$ cat config.mk
export PLATFORM = sky130hd
export DESIGN_NAME = occ_clock_control
export DESIGN_NICKNAME = d
export VERILOG_FILES = /design/src/rtl/occ_pkg.sv /design/src/rtl/occ_clock_control.sv
export SDC_FILE = /design/constraint.sdc
export NUM_CORES = 1
export LEC_CHECK = 0
export BUFFER_PORTS_ARGS = -buffer_cell sky130_fd_sc_hd__buf_4
export CORE_ASPECT_RATIO = 1.1
export CORE_UTILIZATION = 43
export DETAILED_ROUTE_END_ITERATION = 8
export GPL_TIMING_DRIVEN = 0
export PLACE_DENSITY = 0.66
export SLEW_MARGIN = 25
export SYNTH_ARGS = -nofsm -noshare
export SYNTH_HDL_FRONTEND = slang
export SYNTH_SLANG_ARGS = --single-unit
$ cat constraint.sdc
create_clock -name core_clk -period 2.1 [get_ports core_clk]
set_input_delay 0.315 -clock core_clk [delete_from_list [all_inputs] [get_ports core_clk]]
set_output_delay 0.315 -clock core_clk [all_outputs]
set_load 0.02 [all_outputs]
$ cat src/rtl/occ_pkg.sv
package occ_pkg;
    localparam int WB_AW = 4;
    localparam logic [3:0] OFS_CTRL = 4'h0;
    localparam logic [3:0] OFS_IRQ_STATUS = 4'h4;
    localparam logic [3:0] OFS_IRQ_MASK = 4'h8;
    localparam logic [31:0] CTRL_RESET = 32'h0000_7783;
    localparam int BIT_RC_EN = 0;
    localparam int BIT_RC_RDY = 1;
    localparam int TRIM_LSB = 3;
    localparam int TRIM_W = 5;
    localparam int CAL_LSB = 8;
    localparam int CAL_W = 8;
    localparam int BIT_EXT_EN = 16;
    localparam int BIT_EXT_RDY = 17;
    localparam int BIT_EXT_BP = 18;
    localparam int BIT_CFD_EN = 19;
    localparam int BIT_PLL_EN = 24;
    localparam int BIT_PLL_RDY = 25;
    localparam logic [4:0] TRIM_RESET = 5'h10;
    localparam logic [7:0] CAL_RESET = 8'h77;
    // source index: 0 rc, 1 ext, 2 pll
    localparam int NSRC = 3;
    localparam logic [2:0] READY_RESET = 3'h1;
    localparam logic [1:0] SYS_RC = 2'h0;
    localparam logic [1:0] SYS_EXT = 2'h1;
    localparam logic [1:0] SYS_PLL = 2'h2;
    localparam int IRQ_W = 4;
    localparam int IRQ_FAIL = 3;
    localparam int CORE_PERIOD_NS = 20;
    localparam int OSC_OFF_CYCLES = 6;
    localparam int RC_OSC_KHZ = 8000;
    localparam int EXT_OSC_KHZ = 8000;
    localparam int RC_OFF_NS = OSC_OFF_CYCLES * 1000000 / RC_OSC_KHZ;
    localparam int EXT_OFF_NS = OSC_OFF_CYCLES * 1000000 / EXT_OSC_KHZ;
    localparam int RC_OFF_CLKS =
        (RC_OFF_NS + CORE_PERIOD_NS - 1) / CORE_PERIOD_NS;
    localparam int EXT_OFF_CLKS =
        (EXT_OFF_NS + CORE_PERIOD_NS - 1) / CORE_PERIOD_NS;
    localparam int PLL_OFF_CLKS = 1;
    localparam logic [7:0] OFF_CLKS [NSRC] = '{
        8'(RC_OFF_CLKS), 8'(EXT_OFF_CLKS), 8'(PLL_OFF_CLKS)};
    localparam logic [1:0] CAL_LOAD_DONE = 2'h3;
endpackage

$ cat src/rtl/occ_clock_control.sv
`timescale 1ns/1ns
module occ_clock_control (
    // clock and reset
    input wire logic core_clk,
    input wire logic arst_n,
    // wishbone slave
    input wire logic wb_cyc_i,
    input wire logic wb_stb_i,
    input wire logic wb_we_i,
    input wire logic [occ_pkg::WB_AW-1:0] wb_adr_i,
    input wire logic [3:0] wb_sel_i,
    input wire logic [31:0] wb_dat_i,
    output logic [31:0] wb_dat_o,
    output logic wb_ack_o,
    // oscillator status pins
    input wire logic rcOscStable,
    input wire logic extOscStable,
    input wire logic pllLocked,
    input wire logic extOscFail,
    input wire logic [occ_pkg::CAL_W-1:0] calibrationIn,
    // system clock state and power events, same clock
    input wire logic [1:0] sysClkSel,
    input wire logic pllSrcExt,
    input wire logic lowPowerEntry,
    input wire logic lowPowerWake,
    // oscillator controls and interrupt
    output logic rcOscEnable,
    output logic extOscEnable,
    output logic extOscBypass,
    output logic pllEnable,
    output logic clockFailureDetectActive,
    output logic [occ_pkg::CAL_W-1:0] rcOscTuning,
    output logic irq
);
    import occ_pkg::*;

    // ----------------------------------------
    // input synchronisers
    // ----------------------------------------
    logic [NSRC:0] pinSync1_reg, pinSync2_reg;
    logic [CAL_W-1:0] calSync1_reg, calSync2_reg;
    always_ff @(posedge core_clk or negedge arst_n) begin
        if (!arst_n) begin
            // idle levels match the flag resets, no false edge after reset
            pinSync1_reg <= {1'b0, READY_RESET};
            pinSync2_reg <= {1'b0, READY_RESET};
            calSync1_reg <= '0;
            calSync2_reg <= '0;
        end else begin
            pinSync1_reg <= {extOscFail, pllLocked, extOscStable, rcOscStable};
            pinSync2_reg <= pinSync1_reg;
            calSync1_reg <= calibrationIn;
            calSync2_reg <= calSync1_reg;
        end
    end
    wire [NSRC-1:0] stable = pinSync2_reg[NSRC-1:0];
    wire failPin = pinSync2_reg[NSRC];

    // ----------------------------------------
    // bus decode
    // ----------------------------------------
    logic ack_reg;
    logic [31:0] rdat_reg;
    wire request = wb_cyc_i & wb_stb_i;
    wire wrStrobe = request & wb_we_i & ack_reg;
    wire selCtrl = wb_adr_i == OFS_CTRL;
    wire selStat = wb_adr_i == OFS_IRQ_STATUS;
    wire selMask = wb_adr_i == OFS_IRQ_MASK;
    wire wrCtrl0 = wrStrobe & selCtrl & wb_sel_i[0];
    wire wrCtrl2 = wrStrobe & selCtrl & wb_sel_i[2];
    wire wrCtrl3 = wrStrobe & selCtrl & wb_sel_i[3];
    wire wrStat = wrStrobe & selStat & wb_sel_i[0];
    wire wrMask = wrStrobe & selMask & wb_sel_i[0];

    // ----------------------------------------
    // control bits
    // ----------------------------------------
    logic rcEn_reg, extEn_reg, extBp_reg, cfdEn_reg, pll_enable_reg;
    logic [TRIM_W-1:0] trim_reg;
    logic [CAL_W-1:0] cal_reg;
    logic [1:0] calLoad_reg;
    logic [NSRC-1:0] ready_reg;
    logic cfdActive_reg;

    wire pllOnSys = sysClkSel == SYS_PLL;
    wire rcInUse = (sysClkSel == SYS_RC) | (pllOnSys & ~pllSrcExt);
    wire extInUse = (sysClkSel == SYS_EXT) | (pllOnSys & pllSrcExt);
    wire failEvent = failPin & cfdActive_reg;

    wire rcEnNext = (lowPowerWake | failEvent) ? 1'b1 :
        (wrCtrl0 & (wb_dat_i[BIT_RC_EN] | ~rcInUse)) ?
        wb_dat_i[BIT_RC_EN] : rcEn_reg;
    wire extEnNext = lowPowerEntry ? 1'b0 :
        (wrCtrl2 & (wb_dat_i[BIT_EXT_EN] | ~extInUse)) ?
        wb_dat_i[BIT_EXT_EN] : extEn_reg;
    wire pllEnNext = lowPowerEntry ? 1'b0 :
        (wrCtrl3 & (wb_dat_i[BIT_PLL_EN] | ~pllOnSys)) ?
        wb_dat_i[BIT_PLL_EN] : pll_enable_reg;
    wire bpWrite = wrCtrl2 & ~extEn_reg;

    always_ff @(posedge core_clk or negedge arst_n) begin
        if (!arst_n) begin
            rcEn_reg <= CTRL_RESET[BIT_RC_EN];
            extEn_reg <= CTRL_RESET[BIT_EXT_EN];
            extBp_reg <= CTRL_RESET[BIT_EXT_BP];
            cfdEn_reg <= CTRL_RESET[BIT_CFD_EN];
            pll_enable_reg <= CTRL_RESET[BIT_PLL_EN];
            trim_reg <= TRIM_RESET;
        end else begin
            rcEn_reg <= rcEnNext;
            extEn_reg <= extEnNext;
            pll_enable_reg <= pllEnNext;
            if (bpWrite) begin
                extBp_reg <= wb_dat_i[BIT_EXT_BP];
            end
            if (wrCtrl2) begin
                cfdEn_reg <= wb_dat_i[BIT_CFD_EN];
            end
            if (wrCtrl0) begin
                trim_reg <= wb_dat_i[TRIM_LSB +: TRIM_W];
            end
        end
    end

    // ----------------------------------------
    // calibration load after reset release
    // ----------------------------------------
    always_ff @(posedge core_clk or negedge arst_n) begin
        if (!arst_n) begin
            cal_reg <= CAL_RESET;
            calLoad_reg <= '0;
        end else if (calLoad_reg != CAL_LOAD_DONE) begin
            calLoad_reg <= calLoad_reg + 2'h1;
            if (calLoad_reg == CAL_LOAD_DONE - 2'h1) begin
                cal_reg <= calSync2_reg;
            end
        end
    end

    // ----------------------------------------
    // ready flags with off delay
    // ----------------------------------------
    wire [NSRC-1:0] srcEn = {pll_enable_reg, extEn_reg, rcEn_reg};
    logic [NSRC-1:0] readyNext;
    genvar g;
    generate
        for (g = 0; g < NSRC; g++) begin : gReady
            logic [7:0] offCnt_reg;
            wire counting = offCnt_reg != 8'h00;
            assign readyNext[g] = srcEn[g] ? stable[g] :
                (counting & ready_reg[g] & stable[g]);
            always_ff @(posedge core_clk or negedge arst_n) begin
                if (!arst_n) begin
                    offCnt_reg <= '0;
                    ready_reg[g] <= READY_RESET[g];
                end else begin
                    ready_reg[g] <= readyNext[g];
                    if (srcEn[g]) begin
                        offCnt_reg <= OFF_CLKS[g];
                    end else if (counting) begin
                        offCnt_reg <= offCnt_reg - 8'h01;
                    end
                end
            end
        end
    endgenerate

    // ----------------------------------------
    // failure detector and tuning output
    // ----------------------------------------
    logic [CAL_W-1:0] tune_reg;
    always_ff @(posedge core_clk or negedge arst_n) begin
        if (!arst_n) begin
            cfdActive_reg <= 1'b0;
            tune_reg <= '0;
        end else begin
            cfdActive_reg <= cfdEn_reg & ready_reg[1];
            tune_reg <= cal_reg + CAL_W'(trim_reg);
        end
    end

    // ----------------------------------------
    // interrupt status and mask
    // ----------------------------------------
    logic [IRQ_W-1:0] status_reg, mask_reg;
    logic irq_reg;
    wire [IRQ_W-1:0] events = {failEvent, readyNext & ~ready_reg};
    wire [IRQ_W-1:0] statusNext = events |
        (status_reg & ~({IRQ_W{wrStat}} & wb_dat_i[IRQ_W-1:0]));
    always_ff @(posedge core_clk or negedge arst_n) begin
        if (!arst_n) begin
            status_reg <= '0;
            mask_reg <= '0;
            irq_reg <= 1'b0;
        end else begin
            status_reg <= statusNext;
            irq_reg <= |(statusNext & mask_reg);
            if (wrMask) begin
                mask_reg <= wb_dat_i[IRQ_W-1:0];
            end
        end
    end

    // ----------------------------------------
    // read mux and acknowledge
    // ----------------------------------------
    // read-only fields ignore writes
    wire [31:0] ctrlView = {6'h00, ready_reg[2], pll_enable_reg, 4'h0,
        cfdEn_reg, extBp_reg, ready_reg[1], extEn_reg, cal_reg,
        trim_reg, 1'b0, ready_reg[0], rcEn_reg};
    wire [31:0] readMux = selCtrl ? ctrlView :
        selStat ? {{(32-IRQ_W){1'b0}}, status_reg} :
        selMask ? {{(32-IRQ_W){1'b0}}, mask_reg} : 32'h0000_0000;
    always_ff @(posedge core_clk or negedge arst_n) begin
        if (!arst_n) begin
            ack_reg <= 1'b0;
            rdat_reg <= '0;
        end else begin
            ack_reg <= request & ~ack_reg;
            if (request & ~ack_reg) begin
                rdat_reg <= readMux;
            end
        end
    end

    assign wb_ack_o = ack_reg;
    assign wb_dat_o = rdat_reg;
    assign rcOscEnable = rcEn_reg;
    assign extOscEnable = extEn_reg;
    assign extOscBypass = extBp_reg;
    assign pllEnable = pll_enable_reg;
    assign clockFailureDetectActive = cfdActive_reg;
    assign rcOscTuning = tune_reg;
    assign irq = irq_reg;
endmodule

Yosys cells after proc, flatten, opt, wreduce, memory -nomap -nowiden
Index checks and enable logic that the tools add are counted.
- output and inout port bits: 47
- word-level logic and storage cells: 112
- register bits after elaboration: 122
- bits of input ports: 62
- reduce and logical (&&, ||, !) cells: 13
- multiplexer cells: 18
- equal/unequal tests: 6
- add/subtract/negate cells: 5
- bitwise gates (word level): 45
- operators with widths (kind ; count):
    8-bit 2-to-1 mux ; 6
    1-bit bitwise AND ; 26
    26-bit 2-to-1 mux ; 1
    8-bit nonzero test ; 3
    8-bit by 1-bit subtractor with 8-bit output (second input constant) ; 3
    4-bit bitwise AND ; 3
    2-bit nonzero test ; 6
    1-bit 2-to-1 mux ; 9
    8-bit by 5-bit adder with 8-bit output ; 1
    4-bit 2-to-1 mux ; 2
    1-bit NOT ; 6
    1-bit bitwise OR ; 6
    2-bit == test (second input constant) ; 2
    4-bit by 3-bit == test with 1-bit output (second input constant) ; 1
    4-bit == test (second input constant) ; 1
    4-bit logical NOT ; 1
    4-bit NOT ; 1
    4-bit bitwise OR ; 1
    4-bit OR reduction ; 1
    3-bit bitwise AND ; 1
    3-bit NOT ; 1
    2-bit by 1-bit adder with 2-bit output (second input constant) ; 1
    2-bit by 1-bit == test with 1-bit output (second input constant) ; 1
    2-bit logical NOT ; 1
    other kinds (2) ; 2

Logic depth before layout (Yosys ltp)
Gate-level depths: netlist (run 1).
- depth in word-level cells: 11
- mapped depth: 7
- gate-level depth less buffers: 7

Worst setup path after synthesis (run 1)
OpenSTA, ideal clock, no wires.
- path kind: register -> register
- start: register gReady[0].offCnt_reg[4]
- end: register gReady[0].offCnt_reg[1]
- required time: 1.976 ns
- buffers on the path: 1
- clock period less this slack: 1.724 ns
- arrival: 1.600 ns
- setup slack: 0.376 ns
- library setup time: 0.124 ns
- cell stages (with the launch flop): 6
- path through: dfrtp_1 or4_1 clkbuf_2 nor3_2 nor2_1 a211o_1
- word-level cells in the longest chain between the ends: 2
- RTL lines (what ; RTL line ; source):
    start, declared ; occ_clock_control.sv:148 ; logic [7:0] offCnt_reg;
    start signal, assigned ; occ_clock_control.sv:159 ; offCnt_reg <= OFF_CLKS[g];
    start signal, assigned ; occ_clock_control.sv:161 ; offCnt_reg <= offCnt_reg - 8'h01;
    8-bit nonzero test ; occ_clock_control.sv:149 ; wire counting = offCnt_reg != 8'h00;
    2-bit nonzero test (no source line) ; - ;
No other way between the ends.
A chain may end at the register's enable or synchronous reset.

Worst setup path in the final report (run 1)
- start: register ack_reg, in the netlist wb_ack_o
- end: register extBp_reg, in the netlist extOscBypass
- word-level cells in the longest chain between the ends: 4
- RTL lines (what ; RTL line ; source):
    start, declared ; occ_clock_control.sv:62 ; logic ack_reg;
    start signal, assigned ; occ_clock_control.sv:219 ; ack_reg <= request & ~ack_reg;
    1-bit bitwise AND ; occ_clock_control.sv:65 ; wire wrStrobe = request & wb_we_i & ack_reg;
    1-bit bitwise AND (2 in series) ; occ_clock_control.sv:70 ; wire wrCtrl2 = wrStrobe & selCtrl & wb_sel_i[2];
    1-bit bitwise AND ; occ_clock_control.sv:99 ; wire bpWrite = wrCtrl2 & ~extEn_reg;
    end signal, assigned ; occ_clock_control.sv:105 ; extBp_reg <= CTRL_RESET[BIT_EXT_BP];
    end signal, assigned ; occ_clock_control.sv:114 ; extBp_reg <= wb_dat_i[BIT_EXT_BP];
    end, declared ; occ_clock_control.sv:78 ; logic rcEn_reg, extEn_reg, extBp_reg, cfdEn_reg, pll_enable_reg;
No other way between the ends.

==> results of run 1 <==
==> worst max-delay path, delay by kind of cell, from the launching register on <==
| kind | cells | cell delay (ps) |
|---|---|---|
| simple gates | 3 | 720 |
| mux | 1 | 360 |
| flops | 1 | 370 |
| buf+inv | 1 | 380 |
==> area by class of cell <==
cell class / instances / area (um2)
fillers: 910 / 4740
flip-flops and latches: 112 / 2820
multi-input cells: 249 / 1740
repair buffers: 76 / 577
clock buffers: 11 / 243
well taps: 143 / 179
plain buffers: 23 / 129
inverters: 21 / 78.8
clock inverters: 5 / 40.0
==> stage by stage <==
step	area (um2)	setup slack, ps	hold slack, ps
CTS	5800	102	48.8
floorplan	4760	376	19.4
finish	5800	165	39.9
detailed placement	5510	-113	337
global placement	5510	-178	332
global route	5800	40.1	44.3
==> worst max path at each step <==
| stage | endpoint |
|---|---|
| after CTS | rcOscEnable$_DFFE_PN1P_ |
| final | extOscBypass$_DFFE_PN0P_ |
| after detailed placement | rcOscEnable$_DFFE_PN1P_ |
| after floorplan | gReady[0].offCnt_reg[1]$_DFFE_PN0P_ |
| after global placement | rcOscEnable$_DFFE_PN1P_ |
| after global routing | extOscBypass$_DFFE_PN0P_ |
==> logic make-up (layout without fill, tap and decap cells) <==
logic type	Yosys count	count (layout)	synth area share, %
and+or+nand+nor	105	105	12.1
muxes	23	23	5.32
AOI/OAI and AO/OA	83	83	12.2
DFF	112	112	59.6
other	1	10	0.0793
xor gates and xnor gates	16	16	2.96
adders and majority gates	12	12	3.34
buffers and inverters	44	136	4.39
==> cell usage in the layout, fill, tap and decap left out, drive strengths merged, types with 3 or more instances in the layout <==
cell / Yosys / final
dfrtp: 101 / 101
buf: 13 / 88
nor2: 28 / 28
nand2: 24 / 24
a22o: 24 / 24
inv: 21 / 23
clkbuf: 10 / 22
o21ai: 20 / 20
a21oi: 18 / 18
mux2: 17 / 17
ha: 11 / 11
dfstp: 11 / 11
conb: 1 / 10
xnor2: 8 / 8
xor2: 8 / 8
nor3: 8 / 8
nor2b: 7 / 7
nor3b: 7 / 7
mux2i: 6 / 6
nand2b: 5 / 5
nand4: 4 / 4
a41oi: 3 / 3
or2: 3 / 3
a2111oi: 3 / 3
o211ai: 3 / 3
o31ai: 3 / 3
clkinvlp: 0 / 3
==> power breakdown <==
part / switching (W) / internal (W)
Clock: 0.000770 / 0.000846
Sequential: 0.000212 / 0.00238
Combinational: 0.000416 / 0.000379
==> metal layers <==
| layer | vias to the layer above | part of all wire [%] | track usage, % |
|---|---|---|---|
| met2 | 79 | 48 | 28.2 |
| met1 | 1660 | 47 | 24.6 |
| met5 | - | 0 | 0 |
| met4 | 0 | 1.3 | 6.10 |
| li1 | 1565 | - | - |
| met3 | 11 | 4.3 | 4.96 |
==> repair_timing <==
| action | CTS | global route |
|---|---|---|
| gates resized for setup | 0 | 1 |
| endpoints found under the setup margin | 0 | 1 |
| endpoints found under the hold margin | 0 | 0 |
==> impl_metrics.py, run 1 <==
metrics = {
    "timing": {
        "finalSetupViolCount": 0,
        "tightest_slew_ps": 896,
        "rsz0062_at_grt": "false",
        "setup_tns_ps": 0,
        "post-route-period-util_pct": 92.1,
        "slew_headroom_pct": 40.2,
        "fin_crit_ps": 1930,
        "final_hold_viol_count": 0,
        "maxSlewViolCount": 0,
        "skew_ps": 7.44,
        "fmax_ghz": 0.517,
    },
    "cts": {
        "htree_levels": 3,
        "cts_tree": "done",
        "root_buffer": "clkbuf_16",
        "cts.sinks": 112,
        "post_cts_buffers": 0,
        "clock_latency_ps": 350,
        "hold_buffers": 0,
        "cts_buffers": 9,
        "cts.path.max_buffers": 2,
        "cts.clk_slew.worst_paths_ps": 70,
    },
    "synthesis": {
        "synth_top_area_share_pct": 53.5,
        "ys_top_cells_by_area": "dfrtp_1 (53%), dfstp_2 (6.1%), a22o_1 (4.4%)",
        "ys_types": 49,
        "yosys_warnings": 0,
        "seq_area_frac_synth_pct": 59.6,
        "synth_common_cells": "dfrtp_1 (101), nor2_1 (28), a22o_1 (24), nand2_1 (24), inv_1 (21)",
        "syn-cell-area_um2": 4730,
        "synthArstFlopShare_pct": 100,
        "yosysMostFrequentCell": "dfrtp_1",
        "ys.flop_type": "dfrtp_1",
        "avgSynthCellArea_um2": 11.9,
        "synth-edff-count": 0,
        "synth_top_area_cell": "dfrtp_1",
        "synthCells": 396,
        "synth_seq_cells": 112,
    },
    "layout": {
        "n_antenna_cell": 0,
        "nNetsFinal": 566,
        "syn_to_final_growth_pct": 22.8,
        "layout-drive-gt1-share_pct": 28.4,
        "stdcell_count": 640,
        "utilization_pct": 55.1,
        "largest_register_ffs": 24,
    },
    "setup_path": {
        "r2r-start": "wb_ack_o$_DFF_PN0_",
        "cp_slowest_stage_delay_ps": 380,
        "worstSetupPathType": "flop to flop",
        "cp_slowest_cell": "clkbuf_1",
        "cp_data_required_time_ps": 2340,
        "crit_path_cell_trace": "and4_1 -> clkbuf_1 -> nand3_1 -> nor2_1 -> mux2_2",
        "cp.arrival_ps": 2170,
        "r2r_setup_slack_ps": 170,
        "critical_path.max_fanout": 10,
        "reg2reg_to": "extOscBypass$_DFFE_PN0P_",
        "start_kind": "flop",
        "ff2ff_path_depth": 5,
        "crit_path_end_kind": "flop",
        "startpoint": "wb_ack_o$_DFF_PN0_",
    },
    "global_route": {
        "grt_usage_pct": 18.2,
        "grt_overflow": 0,
        "grt_max_degree": 113,
        "antenna_found_initial": 0,
        "grt_pass1_wl_mm": 15.7,
        "grt_pass1_vias": 3236,
    },
    "power_and_ir_drop": {
        "total_power_w": 0.00500,
        "p_leak_nw": 2.70,
        "ir_worst_vdd_mv": 0.447,
        "p_per_area_nw_per_um2": 862,
    },
    "route": {
        "drtIter0Drc": 132,
        "via_per_inst": 5.18,
        "drc": 0,
        "wl_per_cell_um": 15.2,
        "via_count": 3315,
        "firstDrtPassIters": 4,
        "wl_mm": 9.75,
        "ant_nets": 0,
    },
    "placement": {
        "dpl.hpwl_mm": 6.97,
        "dp.cells": 624,
        "gp_congestion": 0.886,
        "io_buffer_count": 76,
    },
    "floorplanning": {
        "die_area_um2": 11400,
        "core_um2": 10500,
        "initial_core_util_pct": 44.8,
        "die_w_um": 102,
        "ios": 109,
        "rows": 39,
        "fp.dieH_um": 112,
    },
    "status": {
        "outcome": "finished clean",
    },
    "hold_path": {
        "min_path_type": "primary input to async pin",
    },
    "run": {
        "cap_violations": 0,
    },
}
Power figures use the tool's default switching activity.
==> inputs of run 2 (changes only) <==
BUFFER_PORTS_ARGS = -buffer_cell sky130_fd_sc_hd__buf_2   (was -buffer_cell sky130_fd_sc_hd__buf_4)
CTS_CLUSTER_SIZE = 28   (was default)
==> impl_metrics.py, run 2 (same netlist as run 1, synthesis figures left out) <==
metrics = {
    "hold_path": {
        "min_path_type": "primary input to flop",
        "hold_start": "extOscFail",
        "holdPathStages": 1,
        "worst_hold_path.endpoint": "pinSync1_reg[3]$_DFF_PN0_",
    },
    "timing": {
        "maxSlewViolCount": 0,
        "slew_headroom_pct": 47.7,
        "post-route-period-util_pct": 92.1,
        "setup_slack_ps": 167,
        "final_hold_viol_count": 0,
        "whs_ps": 69.9,
        "fin_crit_ps": 1930,
        "rsz0062_at_grt": "false",
        "fmax_ghz": 0.517,
        "tightest_slew_ps": 778,
        "skew_ps": 8.56,
        "finalSetupViolCount": 0,
        "setup_tns_ps": 0,
    },
    "status": {
        "outcome": "finished clean",
    },
    "placement": {
        "io_buffer_count": 76,
        "dpl.hpwl_mm": 7.03,
        "dp.cells": 625,
        "gp_congestion": 0.834,
        "postPlaceCellArea_um2": 5350,
        "place_ws_ps": -145,
    },
    "floorplanning": {
        "ios": 109,
        "die_w_um": 102,
        "die_area_um2": 11400,
        "core_um2": 10500,
        "initial_core_util_pct": 44.8,
        "rows": 39,
        "fp.dieH_um": 112,
    },
    "cts": {
        "cts.path.max_buffers": 2,
        "cts_buffers": 9,
        "cts.clk_slew.worst_paths_ps": 70,
        "htree_levels": 3,
        "clock_latency_ps": 340,
        "cts_tree": "done",
        "cts.sinks": 112,
        "post_cts_buffers": 0,
        "root_buffer": "clkbuf_16",
    },
    "global_route": {
        "antenna_found_initial": 0,
        "grt_max_degree": 64,
        "grt_usage_pct": 18.1,
        "grt_pass1_vias": 3269,
        "grt_pass1_wl_mm": 15.8,
        "grt_overflow": 0,
    },
    "layout": {
        "n_antenna_cell": 0,
        "layout.cells.most_common": "dfrtp_1",
        "syn_to_final_growth_pct": 21.0,
        "stdcell_count": 642,
        "nNetsFinal": 568,
        "layout-drive-gt1-share_pct": 28.7,
        "design_area_um2": 5720,
        "most-common-layout-cells": "dfrtp_1 (101), buf_2 (78), nor2_1 (28)",
        "largest_register_ffs": 24,
    },
    "setup_path": {
        "cp_slowest_stage_delay_ps": 390,
        "reg2reg_to": "extOscBypass$_DFFE_PN0P_",
        "crit_path_cell_trace": "and4_1 -> clkbuf_1 -> nand3_1 -> nor2_1 -> mux2_2",
        "critical_path.max_fanout": 10,
        "cp_slowest_cell": "clkbuf_1",
        "cp.buffers_inverters": 1,
        "start_kind": "flop",
        "crit_path_end_kind": "flop",
        "r2r-start": "wb_ack_o$_DFF_PN0_",
        "ff2ff_path_depth": 5,
        "cp_data_required_time_ps": 2330,
        "cp.depth": 5,
        "r2r_setup_slack_ps": 170,
        "cp.arrival_ps": 2160,
        "worstSetupPathType": "flop to flop",
        "cp_top_family": "simple AND/OR/NAND/NOR gates",
    },
    "route": {
        "wl_per_cell_um": 15.0,
        "drc": 0,
        "via_per_inst": 5.15,
        "via_count": 3306,
        "firstDrtPassIters": 4,
        "ant_nets": 0,
        "wl_mm": 9.61,
        "drtIter0Drc": 179,
    },
    "power_and_ir_drop": {
        "ir_worst_vdd_mv": 0.424,
        "p_per_area_nw_per_um2": 929,
        "p_leak_nw": 2.72,
    },
    "run": {
        "cap_violations": 0,
    },
}
[run 2: worst register-to-register path, stage by stage, from the launching register on]
cell and delay, ps:
dfrtp_1 360, and4_1 230, clkbuf_1 390, nand3_1 250, nor2_1 240, mux2_2 350
[run 2: worst max-delay path by stage]
| stage | startpoint | end | slack, ps |
|---|---|---|---|
| floorplan | gReady[0].offCnt_reg[4]$_DFFE_PN0P_ | gReady[0].offCnt_reg[1]$_DFFE_PN0P_ | 380 |
| global placement | arst_n | mask_reg[1]$_DFFE_PN0P_ | -580 |
| detailed placement | wb_adr_i[1] | rcOscEnable$_DFFE_PN1P_ | -140 |
| CTS | wb_ack_o$_DFF_PN0_ | rcOscEnable$_DFFE_PN1P_ | 80 |
| global route | wb_ack_o$_DFF_PN0_ | extOscBypass$_DFFE_PN0P_ | 20 |
| finish | wb_ack_o$_DFF_PN0_ | extOscBypass$_DFFE_PN0P_ | 170 |
[run 2: repair_timing]
| action | CTS | global route |
|---|---|---|
| hold buffers | 1 | 0 |
| hold endpoints to repair | 40 | 0 |
| setup endpoints to repair | 0 | 1 |
| resized for setup | 0 | 1 |
[run 2: routing by layer]
metal | wire, um | track usage (%) | vias to the layer above | part of all wire [%]
met3 | 349 | 4.33 | 9 | 3.6
met2 | 4700 | 28.2 | 73 | 49
met4 | 99 | 5.24 | 0 | 1.0
met5 | 0 | 0 | - | 0
li1 | - | - | 1577 | -
met1 | 4460 | 25.1 | 1647 | 46
[run 2: cell type report]
class	count	area, um2
sequential	112	2820
fill	942	4820
inverter	21	78.8
buffer	23	129
timing repair buffer	78	424
clock inverter	7	125
clock buffer	9	225
multi-input combinational	249	1740
tap	143	179
[run 2: power by group]
group,internal (W),total (W),switching (W)
logic,0.000355,0.000771,0.000416
registers,0.00238,0.00258,0.000203
clock network,0.00118,0.00196,0.000778
[run 2: per-stage QoR]
step	total power, W	utilization (%)
floorplan	0.00314	-
global placement	0.00335	50.5
detailed placement	0.00340	50.8
CTS	0.00537	54.2
global route	0.00559	54.3
finish	0.00531	54.3
==> inputs of run 3 (changes only) <==
ABC_AREA = 1   (was default)
==> impl_metrics.py, run 3 <==
metrics = {
    "synthesis": {
        "yosys_warnings": 0,
        "syn-cell-area_um2": 4790,
        "synth_top_area_cell": "dfrtp_1",
        "ys_top_cells_by_area": "dfrtp_1 (53%), nand2_1 (8.3%), dfstp_2 (6.0%)",
        "ys_types": 40,
        "seq_area_frac_synth_pct": 58.8,
        "synth_seq_cells": 112,
        "synthCells": 483,
        "synth-edff-count": 0,
        "synth_top_area_share_pct": 52.8,
        "synth_common_cells": "nand2_1 (106), dfrtp_1 (101), inv_1 (53), nand3_1 (31), nor2_1 (24)",
        "synthArstFlopShare_pct": 100,
        "ys.flop_type": "dfrtp_1",
        "avgSynthCellArea_um2": 9.91,
        "yosysMostFrequentCell": "nand2_1",
    },
    "timing": {
        "maxSlewViolCount": 0,
        "final_hold_viol_count": 0,
        "rsz0062_at_grt": "false",
        "skew_ps": 5.65,
        "post-route-period-util_pct": 88.4,
        "fmax_ghz": 0.539,
        "setup_slack_ps": 243,
        "fin_crit_ps": 1860,
        "finalSetupViolCount": 0,
        "setup_tns_ps": 0,
    },
    "global_route": {
        "use_met1_pct": 24.4,
        "grt_pass1_wl_mm": 16.0,
        "grt_busiest_layer": "met2",
        "grt_pass1_vias": 3357,
        "antenna_found_initial": 0,
        "grt_use_met3_pct": 3.99,
        "grt_usage_pct": 18.4,
        "grt_overflow": 0,
        "grt_max_degree": 75,
        "use_met2_pct": 29.0,
    },
    "power_and_ir_drop": {
        "ir_worst_vdd_mv": 0.392,
        "p_leak_nw": 2.89,
        "p_per_area_nw_per_um2": 866,
    },
    "cts": {
        "cts.clk_slew.worst_paths_ps": 70,
        "root_buffer": "clkbuf_16",
        "cts_buffers": 9,
        "htree_levels": 3,
        "cts.path.max_buffers": 2,
        "cts_tree": "done",
        "clock_latency_ps": 350,
        "cts.sinks": 112,
        "post_cts_buffers": 0,
    },
    "setup_path": {
        "start_kind": "flop",
        "critical_path.max_fanout": 3,
        "cp.buffers_inverters": 1,
        "cp_top_family": "adder cells",
        "crit_path_cell_trace": "ha_1 -> inv_1 -> fa_1 -> o21ai_1 -> nand2_1 -> a21oi_1 -> xor2_1",
        "cp_slowest_cell": "dfstp_2",
        "cp_data_required_time_ps": 2380,
        "crit_path_end_kind": "flop",
        "worstSetupPathType": "flop to flop",
        "cp.arrival_ps": 2130,
        "cp_slowest_stage_delay_ps": 550,
    },
    "status": {
        "outcome": "finished clean",
    },
    "layout": {
        "layout.cells.most_common": "nand2_1",
        "nNetsFinal": 656,
        "largest_register_ffs": 24,
        "design_area_um2": 5710,
        "n_antenna_cell": 0,
        "most-common-layout-cells": "nand2_1 (106), dfrtp_1 (101), buf_2 (79)",
        "nFillCells": 1008,
        "syn_to_final_growth_pct": 19.3,
        "layout-drive-gt1-share_pct": 25.0,
        "stdcell_count": 734,
        "regArea_um2": 2820,
        "multi_input_area_um2": 1670,
    },
    "placement": {
        "gp_congestion": 0.800,
        "dpl.hpwl_mm": 7.10,
        "io_buffer_count": 77,
        "postPlaceCellArea_um2": 5420,
        "dp.cells": 717,
        "place_ws_ps": 252,
    },
    "route": {
        "via_per_inst": 4.81,
        "via_count": 3533,
        "wl_mm": 9.65,
        "wl_per_cell_um": 13.2,
        "drc": 0,
        "drtIter0Drc": 160,
        "firstDrtPassIters": 5,
        "ant_nets": 0,
    },
    "floorplanning": {
        "ios": 109,
        "core_um2": 10900,
        "initial_core_util_pct": 44.1,
        "fp.dieH_um": 113,
        "rows": 40,
        "die_area_um2": 11600,
        "die_w_um": 103,
    },
    "run": {
        "cap_violations": 0,
    },
    "hold_path": {
        "min_path_type": "primary input to flop",
    },
}
[run 3: changes by cell type in the layout (fill, tap and decap cells not counted), moves of 6 or more]
cell / before / now
nor2b_1: 7 / 0
o31ai_1: 3 / 12
nor3b_1: 7 / 0
inv_1: 21 / 53
nand3_1: 1 / 31
mux2_2: 17 / 5
a22o_1: 24 / 1
nor2_2: 0 / 6
mux2i_1: 6 / 0
nand2_1: 24 / 106
[run 3: where the power goes]
group / switching, W / total [W] / internal [W]
combinational: 0.000447 / 0.000760 / 0.000312
sequential: 0.000168 / 0.00256 / 0.00239
clock: 0.000805 / 0.00163 / 0.000825
[run 3: timing repair]
action	4_1_cts	5_1_grt
hold buffers	1	0
hold endpoints to repair	34	0
gates resized for setup	0	0
[run 3: metal layers]
layer  wire length (um)  vias to the layer above  part of all wire, %
li1                   -                     1754                    -
met1               4410                     1685                   46
met2               4670                       80                   48
met3                387                       14                  4.0
met4                191                        0                  2.0
met5                  0                        -                    0
[run 3: stage by stage]
step | util (%) | power [W] | hold slack (ps)
after floorplan | - | 0.00312 | 19.4
after global placement | 49.6 | 0.00333 | 333
after detailed placement | 49.9 | 0.00336 | 241
after CTS | 52.6 | 0.00500 | 46.0
after global routing | 52.6 | 0.00524 | 44.9
final | 52.6 | 0.00495 | 55.1
[run 3: worst paths after layout]
| check | from | to | slack (ps) | cells past startpoint |
|---|---|---|---|---|
| setup / recovery | cal_reg[0]$_DFFE_PN1P_ | rcOscTuning[6]$_DFF_PN0_ | 240 | 7 |
| hold / removal | rcOscStable | pinSync1_reg[0]$_DFF_PN1_ | 60 | 1 |
| setup reg to reg | cal_reg[0]$_DFFE_PN1P_ | rcOscTuning[6]$_DFF_PN0_ | 240 | 7 |
| hold reg to reg | calSync1_reg[6]$_DFF_PN0_ | calSync2_reg[6]$_DFF_PN0_ | 350 | 0 |
| max in group asynchronous | arst_n | pinSync1_reg[0]$_DFF_PN1_ | 980 | 3 |
| min in group asynchronous | arst_n | calSync2_reg[2]$_DFF_PN0_ | 430 | 2 |
[run 3: kinds of logic (layout without fill, tap and decap cells)]
kind of cell | Yosys count | after routing | synth area share (%)
buffers and inverters | 76 | 171 | 7.06
adders and majority gates | 12 | 12 | 3.29
DFF | 112 | 112 | 58.8
other | 1 | 10 | 0.0783
muxes | 5 | 5 | 1.18
xor gates and xnor gates | 14 | 14 | 2.56
and+or+nand+nor | 198 | 198 | 19.2
AOI/OAI and AO/OA | 65 | 65 | 7.76
[run 3: worst register-to-register path: stages, from the launching register on]
cell and delay (ps):
dfstp_2 550, ha_1 170, inv_1 50, fa_1 400, o21ai_1 220, nand2_1 70, a21oi_1 150, xor2_1 160
[run 3: cell type report]
| cell class | instances | area share, % |
|---|---|---|
| clock buffer | 10 | 4.01 |
| clock inverter | 6 | 0.876 |
| timing repair buffer | 79 | 7.51 |
| sequential | 112 | 49.3 |
| tap | 147 | 3.22 |
| buffer | 20 | 2.17 |
| multi-input combinational | 304 | 29.2 |
| inverter | 56 | 3.75 |
